==> config.mk <==
export PLATFORM = sky130hd
export DESIGN_NAME = universal_serial_shift_unit
export DESIGN_NICKNAME = d
export VERILOG_FILES = /design/src/verilog/serial_shift_pkg.sv /design/src/verilog/pin_sync.sv /design/src/verilog/line_event_detect.sv /design/src/verilog/universal_serial_shift_unit.sv
export SDC_FILE = /design/constraint.sdc
export NUM_CORES = 1
export LEC_CHECK = 0
export ABC_AREA = 1
export BUFFER_PORTS_ARGS = -buffer_cell sky130_fd_sc_hd__buf_2
export CAP_MARGIN = 40
export CORE_MARGIN = 4
export CORE_UTILIZATION = 57
export CTS_CLUSTER_SIZE = 20
export DETAILED_ROUTE_END_ITERATION = 10
export PLACE_DENSITY = 0.81
export SYNTH_ARGS = -nofsm -noshare
export SYNTH_HDL_FRONTEND = slang
export SYNTH_SLANG_ARGS = --single-unit
==> constraint.sdc <==
create_clock -name clk_sys_i -period 2.2 [get_ports clk_sys_i]
set_input_delay 0.44 -clock clk_sys_i [delete_from_list [all_inputs] [get_ports clk_sys_i]]
set_output_delay 0.44 -clock clk_sys_i [all_outputs]
set_load 0.03 [all_outputs]
==> src/verilog/serial_shift_pkg.sv <==
package serial_shift_pkg;

  localparam int DATA_W = 8;
  localparam int CNT_W  = 4;

  localparam logic [7:0] ADDR_STATUS  = 8'h2B;
  localparam logic [7:0] ADDR_CONTROL = 8'h2D;
  localparam logic [7:0] ADDR_DATA    = 8'h2F;
  localparam logic [7:0] ADDR_BUFFER  = 8'h30;
  localparam logic [7:0] ADDR_PORT    = 8'h31;

  localparam int ST_START = 7;
  localparam int ST_OVF   = 6;
  localparam int ST_STOP  = 5;
  localparam int ST_COLL  = 4;
  localparam int ST_CNT   = 0;

  localparam int CR_SIE = 7;
  localparam int CR_OIE = 6;
  localparam int CR_WM  = 4;
  localparam int CR_CS  = 2;
  localparam int CR_CLK = 1;
  localparam int CR_TC  = 0;

  localparam int PT_CLK_VAL = 0;
  localparam int PT_CLK_DIR = 1;
  localparam int PT_DO_VAL  = 2;
  localparam int PT_DO_DIR  = 3;
  localparam int PT_SDA_VAL = 4;
  localparam int PT_SDA_DIR = 5;

  localparam logic [7:0]       STATUS_RST  = 8'h00;
  localparam logic [7:0]       CONTROL_RST = 8'h00;
  localparam logic [7:0]       DATA_RST    = 8'h00;
  localparam logic [7:0]       BUFFER_RST  = 8'h00;
  localparam logic [5:0]       PORT_RST    = 6'h00;
  localparam logic [CNT_W-1:0] CNT_LAST    = 4'hF;

  typedef enum logic [1:0] {
    CS_SOFT    = 2'b00,
    CS_TIMER   = 2'b01,
    CS_EXT_POS = 2'b10,
    CS_EXT_NEG = 2'b11
  } clk_src_t;

  typedef enum logic [1:0] {
    WM_OFF      = 2'b00,
    WM_THREE    = 2'b01,
    WM_TWO      = 2'b10,
    WM_TWO_HOLD = 2'b11
  } wire_mode_t;

  typedef struct packed {
    logic       start_ie;
    logic       overflow_ie;
    wire_mode_t wire_mode;
    clk_src_t   clock_source_select;
    logic       clock_strobe;
  } ctrl_t;

  typedef struct packed {
    logic sda_dir;
    logic sda_val;
    logic do_dir;
    logic do_val;
    logic clk_dir;
    logic clk_val;
  } port_t;

  typedef struct packed {
    ctrl_t             ctrl;
    port_t             port;
    logic [DATA_W-1:0] shift_data;
    logic [DATA_W-1:0] rx_buffer;
    logic [CNT_W-1:0]  transfer_counter;
    logic              start_flag;
    logic              overflow_flag;
    logic              stop_flag;
    logic              din_prev;
    logic              out_latch;
    logic              clk_pin_o;
    logic              clk_pin_oe;
    logic              dout;
    logic              dout_oe;
    logic              sda_out;
    logic              sda_oe;
    logic              start_irq;
    logic              overflow_irq;
    logic              wake_any;
    logic              wake_idle;
    logic [7:0]        rd_data;
  } unit_state_t;

endpackage : serial_shift_pkg

==> src/verilog/pin_sync.sv <==
`timescale 1ns/1ps
module pin_sync #(
  parameter int WIDTH  = 2,
  parameter int STAGES = 2
) (
  input  wire logic             clk_sys_i,
  input  wire logic             nrst_i,
  input  wire logic [WIDTH-1:0] async_i,
  output logic      [WIDTH-1:0] sync_o
);

  logic [WIDTH-1:0] stage_r [STAGES];

  if (STAGES < 2) begin : g_bad_stages
    $error("pin_sync needs at least two stages");
  end

  // Each bit passes the full chain before any logic sees it.
  // Stages reset high, the idle level of the serial lines, so that no
  // false edge reaches the edge detector after reset.
  always_ff @(posedge clk_sys_i or negedge nrst_i) begin
    if (!nrst_i) begin
      for (int i = 0; i < STAGES; i++) begin
        stage_r[i] <= '1;
      end
    end else begin
      stage_r[0] <= async_i;
      for (int i = 1; i < STAGES; i++) begin
        stage_r[i] <= stage_r[i-1];
      end
    end
  end

  assign sync_o = stage_r[STAGES-1];

endmodule : pin_sync

==> src/verilog/line_event_detect.sv <==
`timescale 1ns/1ps
module line_event_detect (
  input  wire logic clk_sys_i,
  input  wire logic nrst_i,
  input  wire logic scl_i,
  input  wire logic sda_i,
  output logic      scl_rise_o,
  output logic      scl_fall_o,
  output logic      start_o,
  output logic      stop_o
);

  logic scl_prev_r;
  logic sda_prev_r;

  always_ff @(posedge clk_sys_i or negedge nrst_i) begin
    if (!nrst_i) begin
      scl_prev_r <= 1'b1;
      sda_prev_r <= 1'b1;
    end else begin
      scl_prev_r <= scl_i;
      sda_prev_r <= sda_i;
    end
  end

  // Edges of the serial clock and bus conditions while the clock is high.
  assign scl_rise_o = scl_i & ~scl_prev_r;
  assign scl_fall_o = ~scl_i & scl_prev_r;
  assign start_o    = scl_i & scl_prev_r & sda_prev_r & ~sda_i;
  assign stop_o     = scl_i & scl_prev_r & ~sda_prev_r & sda_i;

endmodule : line_event_detect

==> src/verilog/universal_serial_shift_unit.sv <==
`timescale 1ns/1ps
// Notes on behaviour
// - Source zero: shift and count only on strobe
// - Source 01: timer match clocks shift and counter
// - External: chosen edge shifts, both edges count
// - External with strobe set: toggle writes count
// - Output latch always open on sources 00 and 01, first half only on external
// - Strobe: output now, input from previous cycle
// - Strobe and toggle bits act on one, read zero
// - Toggle inverts clock port value, direction gates pin
// - Start flag: bus start, or any clock edge
// - Start flag cleared by one, releases hold
// - Start wakes all sleeps, overflow only idle
// - Overflow on 15 to 0 wrap, one clears
// - Stop flag in two-wire mode, no interrupt
// - Collision reads data bit seven versus pin
// - Counter readable and writable in status low bits
// - Wire mode off still clocks counter and data
// - Shift left; a write beats a shift
// - Data pin follows bit seven through latch in mode 01 only; two-wire modes drive SDA from the latch
// - Completed transfer copies data into buffer
// - Two-wire start holds clock low until cleared
// - Mode 11 overflow holds clock low until cleared
module universal_serial_shift_unit (
  input  wire logic       clk_sys_i,
  input  wire logic       nrst_i,
  input  wire logic [7:0] addr_i,
  input  wire logic [7:0] wdata_i,
  input  wire logic       wr_i,
  input  wire logic       rd_i,
  output logic      [7:0] rdata_o,
  input  wire logic       timer_match_i,
  input  wire logic       clk_pin_i,
  output logic            clk_pin_o,
  output logic            clk_pin_oe_o,
  input  wire logic       din_pin_i,
  output logic            dout_pin_o,
  output logic            dout_pin_oe_o,
  output logic            sda_pin_o,
  output logic            sda_pin_oe_o,
  output logic            start_irq_o,
  output logic            overflow_irq_o,
  output logic            wake_any_sleep_o,
  output logic            wake_idle_o
);

  serial_shift_pkg::unit_state_t s_r;
  serial_shift_pkg::unit_state_t s_nxt;
  serial_shift_pkg::ctrl_t       ctrl_eff;

  logic [1:0] pins_sync;
  logic       scl_s;
  logic       din_s;
  logic       scl_rise;
  logic       scl_fall;
  logic       bus_start;
  logic       bus_stop;

  logic       wr_status;
  logic       wr_ctrl;
  logic       wr_data;
  logic       wr_port;
  logic       sw_strobe;
  logic       toggle;
  logic       shift_ev;
  logic       count_ev;
  logic       wrap;
  logic       two_wire;
  logic       transparent;
  logic       scl_hold;
  logic [7:0] status_view;

  pin_sync #(
    .WIDTH  (2),
    .STAGES (2)
  ) u_sync (
    .clk_sys_i (clk_sys_i),
    .nrst_i    (nrst_i),
    .async_i   ({clk_pin_i, din_pin_i}),
    .sync_o    (pins_sync)
  );

  assign scl_s = pins_sync[1];
  assign din_s = pins_sync[0];

  line_event_detect u_events (
    .clk_sys_i  (clk_sys_i),
    .nrst_i     (nrst_i),
    .scl_i      (scl_s),
    .sda_i      (din_s),
    .scl_rise_o (scl_rise),
    .scl_fall_o (scl_fall),
    .start_o    (bus_start),
    .stop_o     (bus_stop)
  );

  function automatic logic hit(input logic [7:0] a, input logic [7:0] o);
    hit = (a == o);
  endfunction : hit

  always_comb begin
    s_nxt     = s_r;
    wr_status = wr_i && hit(addr_i, serial_shift_pkg::ADDR_STATUS);
    wr_ctrl   = wr_i && hit(addr_i, serial_shift_pkg::ADDR_CONTROL);
    wr_data   = wr_i && hit(addr_i, serial_shift_pkg::ADDR_DATA);
    wr_port   = wr_i && hit(addr_i, serial_shift_pkg::ADDR_PORT);

    ctrl_eff = s_r.ctrl;
    if (wr_ctrl) begin
      ctrl_eff.start_ie    = wdata_i[serial_shift_pkg::CR_SIE];
      ctrl_eff.overflow_ie = wdata_i[serial_shift_pkg::CR_OIE];
      ctrl_eff.wire_mode   = serial_shift_pkg::wire_mode_t'(
                               wdata_i[serial_shift_pkg::CR_WM +: 2]);
      ctrl_eff.clock_source_select = serial_shift_pkg::clk_src_t'(
                               wdata_i[serial_shift_pkg::CR_CS +: 2]);
      ctrl_eff.clock_strobe = wdata_i[serial_shift_pkg::CR_CLK];
    end
    s_nxt.ctrl = ctrl_eff;
    two_wire   = ctrl_eff.wire_mode[1];

    sw_strobe = wr_ctrl && wdata_i[serial_shift_pkg::CR_CLK];
    toggle    = wr_ctrl && wdata_i[serial_shift_pkg::CR_TC];

    // Clock source selection ignores wire mode.
    unique case (ctrl_eff.clock_source_select)
      serial_shift_pkg::CS_SOFT: begin
        shift_ev = sw_strobe;
        count_ev = sw_strobe;
      end
      serial_shift_pkg::CS_TIMER: begin
        shift_ev = timer_match_i;
        count_ev = timer_match_i;
      end
      serial_shift_pkg::CS_EXT_POS: begin
        shift_ev = scl_rise;
        count_ev = ctrl_eff.clock_strobe ? toggle : (scl_rise | scl_fall);
      end
      serial_shift_pkg::CS_EXT_NEG: begin
        shift_ev = scl_fall;
        count_ev = ctrl_eff.clock_strobe ? toggle : (scl_rise | scl_fall);
      end
    endcase

    if (wr_data) begin
      s_nxt.shift_data = wdata_i;
    end else if (shift_ev) begin
      s_nxt.shift_data = {s_r.shift_data[6:0], s_r.din_prev};
    end
    s_nxt.din_prev = din_s;

    wrap = 1'b0;
    if (wr_status) begin
      s_nxt.transfer_counter = wdata_i[serial_shift_pkg::ST_CNT +: 4];
    end else if (count_ev) begin
      s_nxt.transfer_counter = s_r.transfer_counter + 4'h1;
      wrap = (s_r.transfer_counter == serial_shift_pkg::CNT_LAST);
    end

    if (wrap) begin
      s_nxt.rx_buffer = s_nxt.shift_data;
    end

    if (wr_status && wdata_i[serial_shift_pkg::ST_START]) begin
      s_nxt.start_flag = 1'b0;
    end
    if (two_wire ? bus_start : (scl_rise | scl_fall)) begin
      s_nxt.start_flag = 1'b1;
    end

    if (wr_status && wdata_i[serial_shift_pkg::ST_OVF]) begin
      s_nxt.overflow_flag = 1'b0;
    end
    if (wrap) begin
      s_nxt.overflow_flag = 1'b1;
    end

    if (wr_status && wdata_i[serial_shift_pkg::ST_STOP]) begin
      s_nxt.stop_flag = 1'b0;
    end
    if (two_wire && bus_stop) begin
      s_nxt.stop_flag = 1'b1;
    end

    if (wr_port) begin
      s_nxt.port = serial_shift_pkg::port_t'(wdata_i[5:0]);
    end
    if (toggle) begin
      s_nxt.port.clk_val = ~s_nxt.port.clk_val;
    end

    // Latch always open on sources 00 and 01, first half only on external.
    if (!ctrl_eff.clock_source_select[1]) begin
      transparent = 1'b1;
    end else if (ctrl_eff.clock_source_select == serial_shift_pkg::CS_EXT_POS)
    begin
      transparent = ~scl_s;
    end else begin
      transparent = scl_s;
    end
    if (transparent) begin
      s_nxt.out_latch = s_nxt.shift_data[7];
    end

    scl_hold = (two_wire && s_nxt.start_flag) ||
               (ctrl_eff.wire_mode == serial_shift_pkg::WM_TWO_HOLD &&
                s_nxt.overflow_flag);

    unique case (ctrl_eff.wire_mode)
      serial_shift_pkg::WM_OFF: begin
        s_nxt.clk_pin_o  = s_nxt.port.clk_val;
        s_nxt.clk_pin_oe = s_nxt.port.clk_dir;
        s_nxt.dout       = s_nxt.port.do_val;
        s_nxt.dout_oe    = s_nxt.port.do_dir;
        s_nxt.sda_out    = s_nxt.port.sda_val;
        s_nxt.sda_oe     = s_nxt.port.sda_dir;
      end
      serial_shift_pkg::WM_THREE: begin
        s_nxt.clk_pin_o  = s_nxt.port.clk_val;
        s_nxt.clk_pin_oe = s_nxt.port.clk_dir;
        s_nxt.dout       = s_nxt.out_latch;
        s_nxt.dout_oe    = s_nxt.port.do_dir;
        s_nxt.sda_out    = s_nxt.port.sda_val;
        s_nxt.sda_oe     = s_nxt.port.sda_dir;
      end
      default: begin
        s_nxt.clk_pin_o  = 1'b0;
        s_nxt.clk_pin_oe = s_nxt.port.clk_dir &&
                           (!s_nxt.port.clk_val || scl_hold);
        s_nxt.dout       = s_nxt.port.do_val;
        s_nxt.dout_oe    = s_nxt.port.do_dir;
        s_nxt.sda_out    = 1'b0;
        s_nxt.sda_oe     = s_nxt.port.sda_dir &&
                           (!s_nxt.out_latch || !s_nxt.port.sda_val);
      end
    endcase

    // Start interrupt while flag and enable set.
    s_nxt.start_irq    = s_nxt.start_flag && ctrl_eff.start_ie;
    s_nxt.overflow_irq = s_nxt.overflow_flag && ctrl_eff.overflow_ie;
    s_nxt.wake_any     = s_nxt.start_irq;
    s_nxt.wake_idle    = s_nxt.overflow_irq;

    // Collision compares bit seven with the pin.
    status_view = {s_r.start_flag, s_r.overflow_flag, s_r.stop_flag,
                   s_r.shift_data[7] ^ din_s, s_r.transfer_counter};

    s_nxt.rd_data = 8'h00;
    if (rd_i) begin
      unique case (addr_i)
        serial_shift_pkg::ADDR_STATUS:  s_nxt.rd_data = status_view;
        serial_shift_pkg::ADDR_CONTROL: s_nxt.rd_data = {
          s_r.ctrl.start_ie, s_r.ctrl.overflow_ie, s_r.ctrl.wire_mode,
          s_r.ctrl.clock_source_select, 2'b00};
        serial_shift_pkg::ADDR_DATA:    s_nxt.rd_data = s_r.shift_data;
        serial_shift_pkg::ADDR_BUFFER:  s_nxt.rd_data = s_r.rx_buffer;
        serial_shift_pkg::ADDR_PORT:    s_nxt.rd_data = {2'b00, s_r.port};
        default:                        s_nxt.rd_data = 8'h00;
      endcase
    end
  end

  always_ff @(posedge clk_sys_i or negedge nrst_i) begin
    if (!nrst_i) begin
      s_r                  <= '0;
      s_r.ctrl             <= serial_shift_pkg::ctrl_t'(
                                serial_shift_pkg::CONTROL_RST[7:1]);
      s_r.port             <= serial_shift_pkg::PORT_RST;
      s_r.shift_data       <= serial_shift_pkg::DATA_RST;
      s_r.rx_buffer        <= serial_shift_pkg::BUFFER_RST;
      s_r.transfer_counter <= serial_shift_pkg::STATUS_RST[3:0];
    end else begin
      s_r <= s_nxt;
    end
  end

  assign rdata_o          = s_r.rd_data;
  assign clk_pin_o        = s_r.clk_pin_o;
  assign clk_pin_oe_o     = s_r.clk_pin_oe;
  assign dout_pin_o       = s_r.dout;
  assign dout_pin_oe_o    = s_r.dout_oe;
  assign sda_pin_o        = s_r.sda_out;
  assign sda_pin_oe_o     = s_r.sda_oe;
  assign start_irq_o      = s_r.start_irq;
  assign overflow_irq_o   = s_r.overflow_irq;
  assign wake_any_sleep_o = s_r.wake_any;
  assign wake_idle_o      = s_r.wake_idle;

endmodule : universal_serial_shift_unit

## After elaboration in Yosys (flattened, before gate mapping)

Cells that the tools add are included.
W data, S select, Z words.

- Register bits: 60
- Latch bits: 0
- Memory bits (writable): 0
- Memory bits (read-only): 0
- Logic and storage cells: 110
- Memories kept: 0

- Add/sub/neg operators: 1
- Multipliers: 0
- Divide/modulo/power cells: 0
- Magnitude comparators: 0
- Equal/unequal tests: 11
- Shift operators: 0
- Mux-type cells: 25
- Bitwise gates (word level): 14
- Reduce and logical (&&, ||, !) cells: 27

Operators with widths:

| cell | count |
|---|---|
| $eq A8 B6 Y1 const B | 5 |
| $pmux W8 S5 | 1 |
| $mux W8 | 3 |
| $logic_and A1 B1 Y1 | 16 |
| $mux W1 | 14 |
| $pmux W6 S2 | 1 |
| $mux W4 | 2 |
| $and A1 B1 Y1 | 7 |
| $mux W7 | 1 |
| $eq A2 B2 Y1 const B | 3 |
| $mux W6 | 1 |
| $not A1 Y1 | 5 |
| $add A4 B1 Y4 const B | 1 |
| $eq A2 B1 Y1 const B | 2 |
| $eq A4 B4 Y1 const B | 1 |
| $logic_not A2 Y1 | 2 |
| $pmux W1 S4 | 1 |
| $reduce_bool A2 Y1 | 2 |
| $logic_not A1 Y1 | 3 |
| $logic_or A1 B1 Y1 | 3 |
| $pmux W1 S3 | 1 |
| $reduce_or A2 Y1 | 1 |
| $or A1 B1 Y1 | 1 |
| $xor A1 B1 Y1 | 1 |

## Logic depth before layout (Yosys ltp)

- Word-level depth: 14
- Depth in mapped cells: 15

## Hierarchy

From an unflattened synthesis, not the netlist that was laid out.

- Cells, all modules: 360
- Area, all modules: 3209.3 um^2

By module, submodules not included:

| module | instances | cells an instance | area an instance (um^2) |
|---|---|---|---|
| universal_serial_shift_unit | 1 | 341 | 2995.4 |
| pin_sync | 1 | 6 | 120.1 |
| line_event_detect | 1 | 13 | 93.8 |

## Least setup slack after synthesis

OpenSTA, ideal clock, no wires.

- Path kind: input to register
- From: input addr_i[6]
- To: register s_r[30] (netlist name)
- Arrival: 1.787 ns
- Slack: 0.291 ns
- Stages on the path: 11
- Path buffers: 2
- Cells stage by stage: inv_1 > nand2_1 > nor2_4 > nand4_1 > or2_1 > buf_2 > nor2_4 > inv_2 > buf_4 > a21oi_1 > o21ai_1

- Longest elaborated chain between the ends: 8

Ends and longest elaborated chain:

| item | line | RTL |
|---|---|---|
| start, declared | universal_serial_shift_unit.sv:27 | `input wire logic [7:0] addr_i,` |
| $eq A8 B6 Y1 | universal_serial_shift_unit.sv:98 | `hit = (a == o);` |
| $logic_and A1 B1 Y1 | universal_serial_shift_unit.sv:104 | `wr_ctrl = wr_i && hit(addr_i, serial_shift_pkg::ADDR_CONTROL);` |
| $mux W7 | universal_serial_shift_unit.sv:109 | `if (wr_ctrl) begin` |
| $eq A2 B2 Y1 | universal_serial_shift_unit.sv:125 | `unique case (ctrl_eff.clock_source_select)` |
| $reduce_or A2 Y1 (no source line) | n/a |  |
| $pmux W1 S3 | universal_serial_shift_unit.sv:125 |  |
| $mux W1 | universal_serial_shift_unit.sv:154 | `end else if (count_ev) begin` |
| $mux W1 | universal_serial_shift_unit.sv:152 | `if (wr_status) begin` |
| end signal, assigned | universal_serial_shift_unit.sv:272 | `s_r <= s_nxt;` |
| end, declared | universal_serial_shift_unit.sv:47 | `serial_shift_pkg::unit_state_t s_r;` |

Parallel ways exist; a longest one is shown, timed or not.
A chain may end at the register's enable or synchronous reset.

==> flow_summary_export.csv <==
group,metric,value,unit
run_status,outcome,"complete, but fails checks",
run_status,violations,"design-rule violations",
global_route,grt_pass1_vias,2503,
synthesis,postSynth.asyncResetShare,100,%
detailed_routing,routed_via_density,5.37,
detailed_routing,routed_wirelength,7500,µm
setup_path,worstPathCellList,"buf_2 -> inv_1 -> nand2_2 -> nor2_8 -> nand3_4 -> buf_4 -> clkinv_2 -> buf_4 -> or2_1 -> o21a_1 -> nand3_1 -> o211ai_2 -> nor3_1 -> a21oi_1",
final_layout,final_common_cell,"nand2_1",
setup_path,worstSetupStartpointType,"input pin",
synthesis,netlist_instances,352,
floorplan,die_y,81.5,µm
final_layout,stdcell_count,481,
global_route,grt_pass1_wl,12200,µm
global_route,grt_usage,25.0,%
synthesis,ys_types,42,
clocking,clk_latency,0.35,ns
timing,rsz0062_at_grt,"false",
setup_path,crit_type,"input pin to register",
synthesis,ys_ff_latch,59,
pwr,power,3.08,mW
setup_path,critPathCaptureType,"register",
pwr,powerDensity,848,nW/µm²
setup_path,r2r-start,"u_events.scl_prev_r",
synthesis,synth_area,3080,µm²
placement,placed_cells,465,
clocking,cts_made_buffers,9,
timing,fin_ws,0.219,ns
final_layout,antenna_cells,0,
timing,fin_crit,1.98,ns
clocking,cts_root_buf,"clkbuf_8",
floorplan,core,5170,µm²
final_layout,final_cell_mix,"nand2_1, inv_1, dfrtp_1",
clocking,ctsHoldBuffers,0,
timing,period_share,90.1,%
detailed_routing,drtAntennaViolNets,0,
placement,post_dp_cell_area,3410,µm²
synthesis,ys.flop_type,"dfrtp_1",
global_route,grt_antenna_before_repair,0,
setup_path,cp_common_cell,"buf_4",
detailed_routing,drc,1,
setup_path,r2r_slack,0.32,ns
pwr,irDropWorstVdd,0.658,mV
global_route,grt_max_degree,60,
final_layout,area_growth,18.0,%
timing,worst_pin_slew,0.419,ns
final_layout,drive_above_1_share,31.1,%
detailed_routing,first_pass_iters,8,
run,cap_violations,0,
floorplan,core.rowCount,26,
floorplan,dieArea,6640,µm²
floorplan,ios,41,
clocking,cts_max_level,3,
placement,gp_congestion,0.885,
global_route,overflow,0,
placement,dp_hpwl,5490,µm
setup_path,startpoint,"addr_i[1]",
timing,slew_headroom,71.8,%
pwr,p_leak,1.90,nW
detailed_routing,routedWlPerCell,15.6,µm
setup_path,cp_num_buf_inv,5,
placement,place_ws,-0.133,ns
timing,clock.fmax,505,MHz
setup_path,worstPathArrival,2.21,ns
clocking,clock-sinks,59,
setup_path,cp_slowest_cell,"nor3_1",
placement,numPortBuffers,40,
synthesis,yosysWarningCount,0,
setup_path,cp_top_family,"simple AND/OR/NAND/NOR gates",
clocking,clkSlewWorstSetupHoldPaths,0.07,ns
synthesis,syn_nets,379,
timing,fin_skew,0.00934,ns
setup_path,critPathRequiredTime,2.43,ns
synthesis,synth.avg_cell_area,8.75,µm²
clocking,clk_path_buf_depth,2,
floorplan,start_util,59.6,%
timing,hold_violations,0,
detailed_routing,dr_total_vias,2583,
timing,slew_violations,0,
clocking,cts_tree,"built",
synthesis,synth-seq-area-share,48.2,%
setup_path,worstPathMaxFanout,8,
final_layout,layout.nets,433,
floorplan,die_x,81.5,µm
timing,final-setup-viol-count,0,
clocking,ctsResizeCount,0,
synthesis,synth_edf_count,0,
final_layout,final_area,3630,µm²
worst_hold_path,hp-class,"input pin to asynchronous set/reset pin",
detailed_routing,first_iter_violations,232,
setup_path,slowest_delay,0.27,ns
clocking,cts_setup_buffers,0,
worst register-to-register path, stage by stage, from the launching register on:
cell	delay [ns]
dfstp_2	0.54
inv_1	0.04
ha_1	0.34
nand3_1	0.10
nand3_1	0.19
nand2_4	0.16
nand2_4	0.14
nand2_1	0.12
nand2_1	0.05
a21oi_1	0.13
cell usage after synthesis (2+ instances only):
library cell / n / area (µm²)
ha_1: 4 / 50.1
a221oi_1: 5 / 43.8
nand3_1: 18 / 90.1
nand4_1: 6 / 37.5
xor2_1: 2 / 17.5
nor3_1: 2 / 10.0
a21oi_2: 2 / 17.5
o2bb2ai_1: 2 / 17.5
nor2_1: 20 / 75.1
o21ai_0: 16 / 80.1
inv_2: 4 / 15.0
a31oi_1: 4 / 25.0
buf_2: 3 / 15.0
or2_2: 3 / 18.8
inv_1: 55 / 206
a21oi_1: 14 / 70.1
nor2_4: 3 / 33.8
nand2_2: 10 / 62.6
nand2_4: 2 / 22.5
dfrtp_1: 53 / 1330
nor2_2: 5 / 31.3
o21ai_1: 7 / 35.0
nand2_1: 67 / 251
dfstp_2: 6 / 158
buf_6: 2 / 22.5
o21ai_2: 8 / 70.1
or2_1: 2 / 12.5
o22ai_1: 3 / 18.8
buf_4: 11 / 82.6
per-stage QoR:
step / TNS [ns] / hold slack [ns] / utilization (%)
after floorplan: 0 / 0.144 / -
after global placement: -0.0614 / 0.350 / 65.9
after detailed placement: -0.155 / 0.347 / 65.9
after CTS: 0 / 0.0830 / 70.2
after global routing: 0 / 0.0940 / 70.2
final: 0 / 0.0743 / 70.2
final cells by class:
type | instances | area [µm²]
Sequential cell | 59 | 1480
Tap cell | 70 | 87.6
Timing Repair Buffer | 60 | 363
Inverter | 60 | 226
Multi-Input combinational cell | 216 | 1250
Clock inverter | 6 | 88.8
Fill cell | 389 | 1540
Clock buffer | 10 | 138
cell families (layout without fill, tap and decap cells):
| logic type | Yosys count | in the layout | share of synthesized area, % |
|---|---|---|---|
| adder cells (fa/ha/maj) | 4 | 4 | 1.62 |
| AND/OR/NAND/NOR | 145 | 145 | 24.4 |
| AO/OA/AOI/OAI | 64 | 64 | 13.6 |
| flip-flops | 59 | 59 | 48.2 |
| XOR/XNOR | 3 | 3 | 0.853 |
| buffers and inverters | 77 | 136 | 11.4 |
routing by layer:
metal	up-vias	track usage (%)	part of all wire (%)
li1	1226	-	-
met1	1225	31.3	43
met3	25	4.39	5.6
met4	0	14.9	3.2
met5	-	0	0
met2	107	40.6	48
path summary, 6_finish.rpt:
check	end	cells past startpoint
max	clk_pin_oe_o	14
min in group clk_sys_i	u_sync.stage_r[3]	1
min reg2reg	u_sync.sync_o[1]	0
max in group asynchronous	u_sync.sync_o[1]	2
min	s_r[31]	2
max reg2reg	clk_pin_oe_o	9
flip-flops by register name (all words and copies together), names as in the netlist, 2 cells and up:
name,count
rdata_o,8
s_r,37
u_sync.stage_r,2
u_sync.sync_o,2
power breakdown:
part	leakage, nW	switching (mW)	internal [mW]
combinational	1.06	0.358	0.230
clock	0.108	0.466	0.668
sequential	0.731	0.123	1.24
No activity file was read; power rests on OpenSTA's default activity.
